## src/aidiag_pkg.sv

```systemverilog
// constants of the analog input diagnostic record
// assumes a 40 MHz system clock and a byte-wide record read port
package aidiag_pkg;

  // ***********************************************************
  // record byte indices
  // ***********************************************************
  localparam logic [4:0] OFF_SYS_ERR    = 5'h00;
  localparam logic [4:0] OFF_KIND       = 5'h01;
  localparam logic [4:0] OFF_BITS       = 5'h02;
  localparam logic [4:0] OFF_COUNT      = 5'h03;
  localparam logic [4:0] OFF_GROUP_MASK = 5'h04;
  localparam logic [4:0] OFF_CHAN_FIRST = 5'h05;
  localparam logic [4:0] OFF_SPARE_FIRST = 5'h09;
  localparam logic [4:0] OFF_STAMP_FIRST = 5'h0d;
  localparam logic [4:0] OFF_LAST       = 5'h10;

  // ***********************************************************
  // field positions
  // ***********************************************************
  localparam int SYS_BUF_OVF_BIT  = 3;
  localparam int SYS_COMM_ERR_BIT = 4;
  localparam int CH_CFG_ERR_BIT   = 0;
  localparam int CH_UNDER_BIT     = 6;
  localparam int CH_OVER_BIT      = 7;

  // ***********************************************************
  // constant record contents and reset values
  // ***********************************************************
  localparam logic [6:0] KIND_DIGITAL_IN  = 7'h70;
  localparam logic [6:0] KIND_ANALOG_IN   = 7'h71;
  localparam logic [6:0] KIND_DIGITAL_OUT = 7'h72;
  localparam logic [6:0] KIND_ANALOG_OUT  = 7'h73;
  localparam logic [6:0] KIND_ANALOG_IO   = 7'h74;
  localparam logic [6:0] KIND_COUNTER     = 7'h76;
  localparam logic [7:0] DIAG_BITS_VALUE  = 8'h08;
  localparam logic [7:0] CHAN_COUNT_VALUE = 8'h04;
  localparam logic [7:0] BYTE_RESET       = 8'h00;
  localparam logic [31:0] STAMP_RESET     = 32'h0000_0000;
  localparam logic [31:0] TICKER_RESET    = 32'h0000_0000;

  // ***********************************************************
  // timing
  // ***********************************************************
  localparam int CLK_PERIOD_PS  = 25000;
  localparam int TICK_PERIOD_PS = 1000000;
  localparam int TICK_CYCLES    = TICK_PERIOD_PS / CLK_PERIOD_PS;

endpackage

```

## src/ticker_if.sv

```systemverilog
// carrier for the microsecond ticker between the ticker and the record
// assumes both ends run on the same system clock
`timescale 1ns/1ps
interface ticker_if;
  logic        tick;   // one-cycle pulse per microsecond
  logic [31:0] now;    // current microsecond count

  modport src (output tick, output now);
  modport snk (input tick, input now);
endinterface

```

## src/analog_input_diagnostic_record.sv

```systemverilog
// diagnostic record of a four-channel analog input module
// assumes fault inputs synchronous to clk_i; read port is byte-wide
//
// Function
// - overflow of diagnostic buffer sets system bit 3
// - internal comms error sets bit 4; rest reserved
// - kind byte holds 7-bit type code, analog in
// - bits-per-channel descriptor reads constant 08h
// - channel-count descriptor reads constant 04h
// - group mask bit n flags error in channel n
// - channel byte bit 0 flags configuration error
// - channel byte bit 6 flags signal underrange
// - channel byte bit 7 flags signal overrange
// - four spare channel bytes carry no errors
// - timestamp captures ticker when event is recorded
// - microsecond ticker starts from zero at reset
// - ticker wraps to zero as 32-bit counter
// - channel lamp on range, config or wire-break
// - module lamp lit whenever any error is present
// - errors light lamps, all but wire-break are recorded, no interrupt
`timescale 1ns/1ps
module analog_input_diagnostic_record
  import aidiag_pkg::*;
#(
  parameter int NUM_CH = 4
)(
  input  wire logic              clk_i,
  input  wire logic              rst_b_i,
  // fault sources
  input  wire logic              diag_buf_ovf_i,
  input  wire logic              comm_err_i,
  input  wire logic [NUM_CH-1:0] cfg_err_i,
  input  wire logic [NUM_CH-1:0] under_range_i,
  input  wire logic [NUM_CH-1:0] over_range_i,
  input  wire logic [NUM_CH-1:0] wire_break_i,
  input  wire logic [NUM_CH-1:0] wire_break_en_i,
  // record read port
  input  wire logic              rd_en_i,
  input  wire logic [4:0]        rd_addr_i,
  output logic      [7:0]        rd_data_o,
  output logic                   rd_valid_o,
  // indicators
  output logic      [NUM_CH-1:0] channel_fault_lamp_o,
  output logic                   module_fault_lamp_o
);
  import aidiag_pkg::*;

  // ***********************************************************
  // helpers
  // ***********************************************************

  // one channel's error byte from its fault levels
  function automatic logic [7:0] chan_byte(input logic cfg,
                                           input logic under,
                                           input logic over);
    logic [7:0] b;
    b = BYTE_RESET;
    b[CH_CFG_ERR_BIT] = cfg;
    b[CH_UNDER_BIT]   = under;
    b[CH_OVER_BIT]    = over;
    return b;
  endfunction

  // ***********************************************************
  // microsecond ticker
  // ***********************************************************
  ticker_if tk ();

  us_ticker u_ticker (
    .clk_i   (clk_i),
    .rst_b_i (rst_b_i),
    .tk      (tk)
  );

  // ***********************************************************
  // error state
  // ***********************************************************
  logic [7:0] sys_err_reg;
  logic [7:0] sys_err_next;
  logic [7:0] chan_err_reg  [NUM_CH];
  logic [7:0] chan_err_next [NUM_CH];
  logic [7:0] group_mask_reg;
  logic [7:0] group_mask_next;
  logic [31:0] stamp_reg;
  logic        new_event;

  // next record contents follow the fault levels
  always_comb
  begin
    sys_err_next = BYTE_RESET;
    sys_err_next[SYS_BUF_OVF_BIT]  = diag_buf_ovf_i;
    sys_err_next[SYS_COMM_ERR_BIT] = comm_err_i;
    group_mask_next = BYTE_RESET;
    for (int n = 0; n < NUM_CH; n++)
    begin
      chan_err_next[n] = chan_byte(cfg_err_i[n], under_range_i[n],
                                   over_range_i[n]);
      group_mask_next[n] = |chan_err_next[n];
    end
  end

  // a newly raised error bit is a diagnostic event
  always_comb
  begin
    new_event = |(sys_err_next & ~sys_err_reg);
    for (int n = 0; n < NUM_CH; n++)
      new_event = new_event | (|(chan_err_next[n] & ~chan_err_reg[n]));
  end

  // record the error state, no interrupt is raised
  always_ff @(posedge clk_i or negedge rst_b_i)
  begin
    if (!rst_b_i)
    begin
      sys_err_reg    <= BYTE_RESET;
      group_mask_reg <= BYTE_RESET;
      for (int n = 0; n < NUM_CH; n++)
        chan_err_reg[n] <= BYTE_RESET;
    end
    else
    begin
      sys_err_reg    <= sys_err_next;
      group_mask_reg <= group_mask_next;
      for (int n = 0; n < NUM_CH; n++)
        chan_err_reg[n] <= chan_err_next[n];
    end
  end

  // timestamp of the latest diagnostic event
  always_ff @(posedge clk_i or negedge rst_b_i)
  begin
    if (!rst_b_i)
      stamp_reg <= STAMP_RESET;
    else if (new_event)
      stamp_reg <= tk.now;
  end

  // ***********************************************************
  // indicators
  // ***********************************************************

  // channel lamps: range, parameter or enabled wire-break fault
  always_ff @(posedge clk_i or negedge rst_b_i)
  begin
    if (!rst_b_i)
      channel_fault_lamp_o <= '0;
    else
      channel_fault_lamp_o <= under_range_i | over_range_i | cfg_err_i
                              | (wire_break_i & wire_break_en_i);
  end

  // module lamp: any error in the module status
  always_ff @(posedge clk_i or negedge rst_b_i)
  begin
    if (!rst_b_i)
      module_fault_lamp_o <= 1'b0;
    else
      module_fault_lamp_o <= (|sys_err_next) | (|group_mask_next)
                             | (|(wire_break_i & wire_break_en_i));
  end

  // ***********************************************************
  // record read port
  // ***********************************************************
  logic [7:0] rd_byte;
  logic [4:0] rel;

  // byte select; reserved and unmapped bytes read zero
  always_comb
  begin
    rd_byte = BYTE_RESET;
    rel     = 5'h00;
    if (rd_addr_i == OFF_SYS_ERR)
      rd_byte = sys_err_reg;
    else if (rd_addr_i == OFF_KIND)
      rd_byte = {1'b0, KIND_ANALOG_IN};
    else if (rd_addr_i == OFF_BITS)
      rd_byte = DIAG_BITS_VALUE;
    else if (rd_addr_i == OFF_COUNT)
      rd_byte = CHAN_COUNT_VALUE;
    else if (rd_addr_i == OFF_GROUP_MASK)
      rd_byte = group_mask_reg;
    else if (rd_addr_i >= OFF_CHAN_FIRST && rd_addr_i < OFF_SPARE_FIRST)
    begin
      rel = rd_addr_i - OFF_CHAN_FIRST;
      if (int'(rel) < NUM_CH)
        rd_byte = chan_err_reg[rel[1:0]];
    end
    else if (rd_addr_i >= OFF_SPARE_FIRST && rd_addr_i < OFF_STAMP_FIRST)
      rd_byte = BYTE_RESET;
    else if (rd_addr_i >= OFF_STAMP_FIRST && rd_addr_i <= OFF_LAST)
    begin
      rel = rd_addr_i - OFF_STAMP_FIRST;
      rd_byte = stamp_reg[8*rel[1:0] +: 8];
    end
  end

  // answer one cycle after the request
  always_ff @(posedge clk_i or negedge rst_b_i)
  begin
    if (!rst_b_i)
    begin
      rd_data_o  <= BYTE_RESET;
      rd_valid_o <= 1'b0;
    end
    else
    begin
      rd_valid_o <= rd_en_i;
      if (rd_en_i)
        rd_data_o <= rd_byte;
    end
  end

  logic [7:0] gap_reg;

  // cycles since the last ticker pulse; saturated until the first one
  always_ff @(posedge clk_i or negedge rst_b_i)
  begin
    if (!rst_b_i)
      gap_reg <= 8'hff;  // no period known right after reset
    else if (tk.tick)
      gap_reg <= 8'h00;
    else if (gap_reg != 8'hff)
      gap_reg <= gap_reg + 8'h01;
  end
endmodule // analog_input_diagnostic_record

```

## src/us_ticker.sv

```systemverilog
// free-running microsecond ticker with a cycle divider
// assumes clk_i at the rate given in the package
`timescale 1ns/1ps
module us_ticker
  import aidiag_pkg::*;
#(
  parameter int DIV = TICK_CYCLES
)(
  input  wire logic clk_i,
  input  wire logic rst_b_i,
  ticker_if.src     tk
);

  logic [7:0]  div_reg;
  logic [31:0] now_reg;
  logic        tick_reg;

  // divider: one enable pulse every DIV cycles
  always_ff @(posedge clk_i or negedge rst_b_i)
  begin
    if (!rst_b_i)
    begin
      div_reg  <= 8'h00;
      tick_reg <= 1'b0;
    end
    else if (div_reg == 8'(DIV - 1))
    begin
      div_reg  <= 8'h00;
      tick_reg <= 1'b1;
    end
    else
    begin
      div_reg  <= div_reg + 8'h01;
      tick_reg <= 1'b0;
    end
  end

  // count from zero, wrap naturally after all ones
  always_ff @(posedge clk_i or negedge rst_b_i)
  begin
    if (!rst_b_i)
      now_reg <= TICKER_RESET;
    else if (tick_reg)
      now_reg <= now_reg + 32'h0000_0001;
  end

  assign tk.tick = tick_reg;
  assign tk.now  = now_reg;

endmodule // us_ticker

```

## config.mk

```make
export PLATFORM = sky130hd
export DESIGN_NAME = analog_input_diagnostic_record
export DESIGN_NICKNAME = d
export VERILOG_FILES = /design/src/aidiag_pkg.sv /design/src/ticker_if.sv /design/src/analog_input_diagnostic_record.sv /design/src/us_ticker.sv
export SDC_FILE = /design/constraint.sdc
export NUM_CORES = 1
export LEC_CHECK = 0
export CAP_MARGIN = 10
export CORE_AREA = 5 5 133 135
export CTS_CLUSTER_SIZE = 30
export DETAILED_ROUTE_END_ITERATION = 10
export DIE_AREA = 0 0 138 140
export DONT_BUFFER_PORTS = 1
export HOLD_SLACK_MARGIN = 0.1
export PLACE_DENSITY = 0.52
export SLEW_MARGIN = 20
export SYNTH_ARGS = -nofsm -noshare
export SYNTH_HDL_FRONTEND = slang
export SYNTH_SLANG_ARGS = --single-unit
export TNS_END_PERCENT = 10
```

## constraint.sdc

```tcl
create_clock -name clk_i -period 6.1 [get_ports clk_i]
set_input_delay 0.61 -clock clk_i [delete_from_list [all_inputs] [get_ports clk_i]]
set_output_delay 0.61 -clock clk_i [all_outputs]
set_load 0.01 [all_outputs]
```

==> metrics.md <==
| Metric | Value |
|---|---|
| Synth Area in XOR/XNOR | 6.720% |
| Met2 Usage GRT | 16.11% |
| Die Ht | 140 um |
| Met1 usage | 14.55% |
| Starting Density | 29.50% |
| Leak Pwr | 2.289 nW |
| Slew Limit Fails | 0 |
| Fin. Hold Viols | 0 |
| Setup-failing EPs final | 0 |
| Antenna Cells | 0 |
| Gate count of the mapped netlist | 372 |
| Maximum VDD drop | 0.1495 mV |
| Setup TNS | 0 ps |
| Largest family of logic cells by synthesized area | multiplexers |
| Clk_lat worst skew | 350 ps |
| Worst hold-check path type | in2async |
| Area growth syn-to-layout | 10.69% |
| Initial antenna violation count | 0 |
| Syn Area/Cell | 12.96 um^2 |
| # H-tree levels | 3 |
| Post-synthesis simple-gate area fraction | 12.32% |
| RSZ-0062 raised after global routing | no |
| Worst Skew | 6.084 ps |
| PD cells | 248.5 mW/mm^2 |
| Worst-margin pin slew | 766.4 ps |
| Max_slew headroom | 48.48% |
| Vias | 2839 |
| Critical-path maximum fanout | 32 |
| Width of the die | 138 um |
| Avg WL per Cell | 16.52 um |
| Clock-pin slew on the worst setup and hold paths | 70 ps |
| Layout cell share with drive strength beyond 1 | 18.25% |
| Synth Warn # | 0 |
| Min Hold Slack | 163.7 ps |
| Post-synth top area share | 54.49% |
| Post-synthesis cell type count | 49 |
| Final antenna-violating net count | 0 |
| Gr busiest metal | met2 |
| Synthesized flop and latch total | 105 |
| DRT Wirelength | 9.878 mm |
| CTS tree | built |
| Post-synthesis cell area | 0.004822 mm^2 |
| Post-synth top cells | dfrtp_1, mux2_4, xnor2_1 |
| Hpwl dp | 6.950 mm |
| Largest cells by area after synthesis | dfrtp_1, mux2_4, xnor2_1 |
| Root buf cell | clkbuf_16 |
| Iter 0 DRT Violations | 205 |
| Largest net degree at the start of global routing | 106 |
| Design area | 0.005338 mm^2 |
| Synth Area in Compound Gates | 6.227% |
| TritonCTS Buffers | 9 |
| Seq/Total Area, Yosys | 54.49% |
| Post-synth EDFFs | 0 |
| FF-to-FF setup slack | 3800 ps |
| Total Die Area | 0.01932 mm^2 |
| Most common cell in the netlist | dfrtp_1 |
| Met3 global-route usage | 2.420% |
| Final Cycle Share | 37.78% |
| Vias in the first global route | 2852 |
| Synth Area in Adders | 1.816% |
| Worst Setup Path Type | reg2reg |
| Primary FF master, synth | dfrtp_1 |
| Max frequency | 434.0 MHz |
| Final min period | 2304 ps |
| GRT Resource Usage Total | 10.61% |
| Worst Setup Start Kind | flop |
| Post-synth net total | 409 |
| GR Overflow Total | 0 |
| Post-CTS Setup Bufs | 0 |
| CP required | 6340 ps |
| Setup crit end kind | flop |
| Filler cell count | 1617 |
| Dpl cell area | 0.005035 mm^2 |
| CORE AREA | 0.01635 mm^2 |
| TritonRoute pass-1 iters | 4 |
| Port Buf Inserts | 0 |
| RePlAce Congestion | 0.7814 |
| Mux contribution to synthesized area | 15.49% |
| CTS max path bufs | 2 |
| CP arrival | 2540 ps |
| Final nets | 410 |
| Final core utilization | 32.65% |
| # rows | 47 |
| Global-route wire length before repair | 16.28 mm |
| Dominant cell type by area after synthesis | dfrtp_1 |
| Via density | 4.747 |
| Async SR Flop Fraction | 100.0% |
| Clock sinks | 105 |
| Max-cap viol count | 0 |
| Status | completed |
| DRC viols | 0 |
| Boundary Pins | 44 |
==> per-stage QoR <==
step / instances / setup slack [ps] / power [W]
floorplan: 372 / 3511 / 0.0007685
global placement: 581 / 3502 / 0.0007751
detailed placement: 581 / 3495 / 0.0007751
CTS: 598 / 3781 / 0.001339
global route: 598 / 3659 / 0.001376
finish: 598 / 3796 / 0.001327
==> worst paths after layout <==
path | depth (start not counted) | end | startpoint
max | 6 | stamp_reg[12] | chan_err_reg[31]
min | 1 | u_ticker.tk.now[23] | rst_b_i
max reg2reg | 6 | stamp_reg[12] | chan_err_reg[31]
min reg2reg | 1 | u_ticker.div_reg[0] | u_ticker.div_reg[0]
max in group asynchronous | 1 | u_ticker.tk.now[6] | rst_b_i
min in group clk_i | 0 | rd_valid_o | rd_en_i
==> cell families (layout without fill, tap and decap cells) <==
| group | after synthesis | in the layout |
|---|---|---|
| compound gates | 41 | 41 |
| flops | 105 | 105 |
| buf+inv | 31 | 37 |
| xor+xnor | 37 | 37 |
| fa+ha+maj | 7 | 7 |
| mux | 45 | 45 |
| simple gates | 106 | 106 |
==> cells in the final DEF (no fill, tap or decap), types with 3 or more instances in the layout <==
| cell type | count |
|---|---|
| nor2b_1 | 5 |
| mux4_2 | 10 |
| ha_1 | 7 |
| clkinv_2 | 3 |
| o2bb2ai_1 | 4 |
| and3_1 | 4 |
| clkbuf_16 | 9 |
| nand2_1 | 25 |
| nand4_1 | 12 |
| dfrtp_1 | 105 |
| a21o_1 | 4 |
| nor2_1 | 16 |
| and4_1 | 4 |
| or3_1 | 4 |
| mux2_4 | 30 |
| o21ai_0 | 6 |
| mux2_2 | 4 |
| xnor2_1 | 27 |
| nand3_1 | 18 |
| nor3_1 | 3 |
| inv_1 | 19 |
| o22ai_1 | 4 |
| a22oi_1 | 5 |
| a21oi_1 | 7 |
| xor2_1 | 10 |
==> layer usage <==
metal  wire length [um]  part of all wire [%]  vias to the layer above
met5                  0                     0                        -
met1               4705                    48                     1465
met3                361                   3.7                        9
met2               4633                    47                       46
met4                178                   1.8                        0
li1                   -                     -                     1319
==> timing repair <==
action                                 4_1_cts  5_1_grt
hold buffers                                 1        0
endpoints found under the hold margin      105        0
resized for setup                            0        0
==> where the power goes <==
part	internal [W]	total, W	switching (W)
Sequential	0.000706	0.000714	0.00000841
Combinational	0.0000246	0.0000627	0.0000380
Clock	0.000298	0.000550	0.000252
Total	0.00103	0.00133	0.000299
==> final cells by class <==
type                            count  area (um^2)  area share [%]
Multi-Input combinational cell    236         2053           38.47
Clock buffer                       13        260.3           4.876
Tap cell                          220        275.3           5.157
Sequential cell                   105         2628           49.23
Clock inverter                      3        15.01          0.2813
Inverter                           19        71.32           1.336
Timing Repair Buffer                2        35.03          0.6564
==> critical path, stage by stage (launching register included) <==
cell and delay, ps:
dfrtp_1 400, nor2b_4 60, a2111oi_4 330, o2111ai_2 180, nor4_4 290, buf_4 510, mux2_2 390
Power figures use the tool's default switching activity.
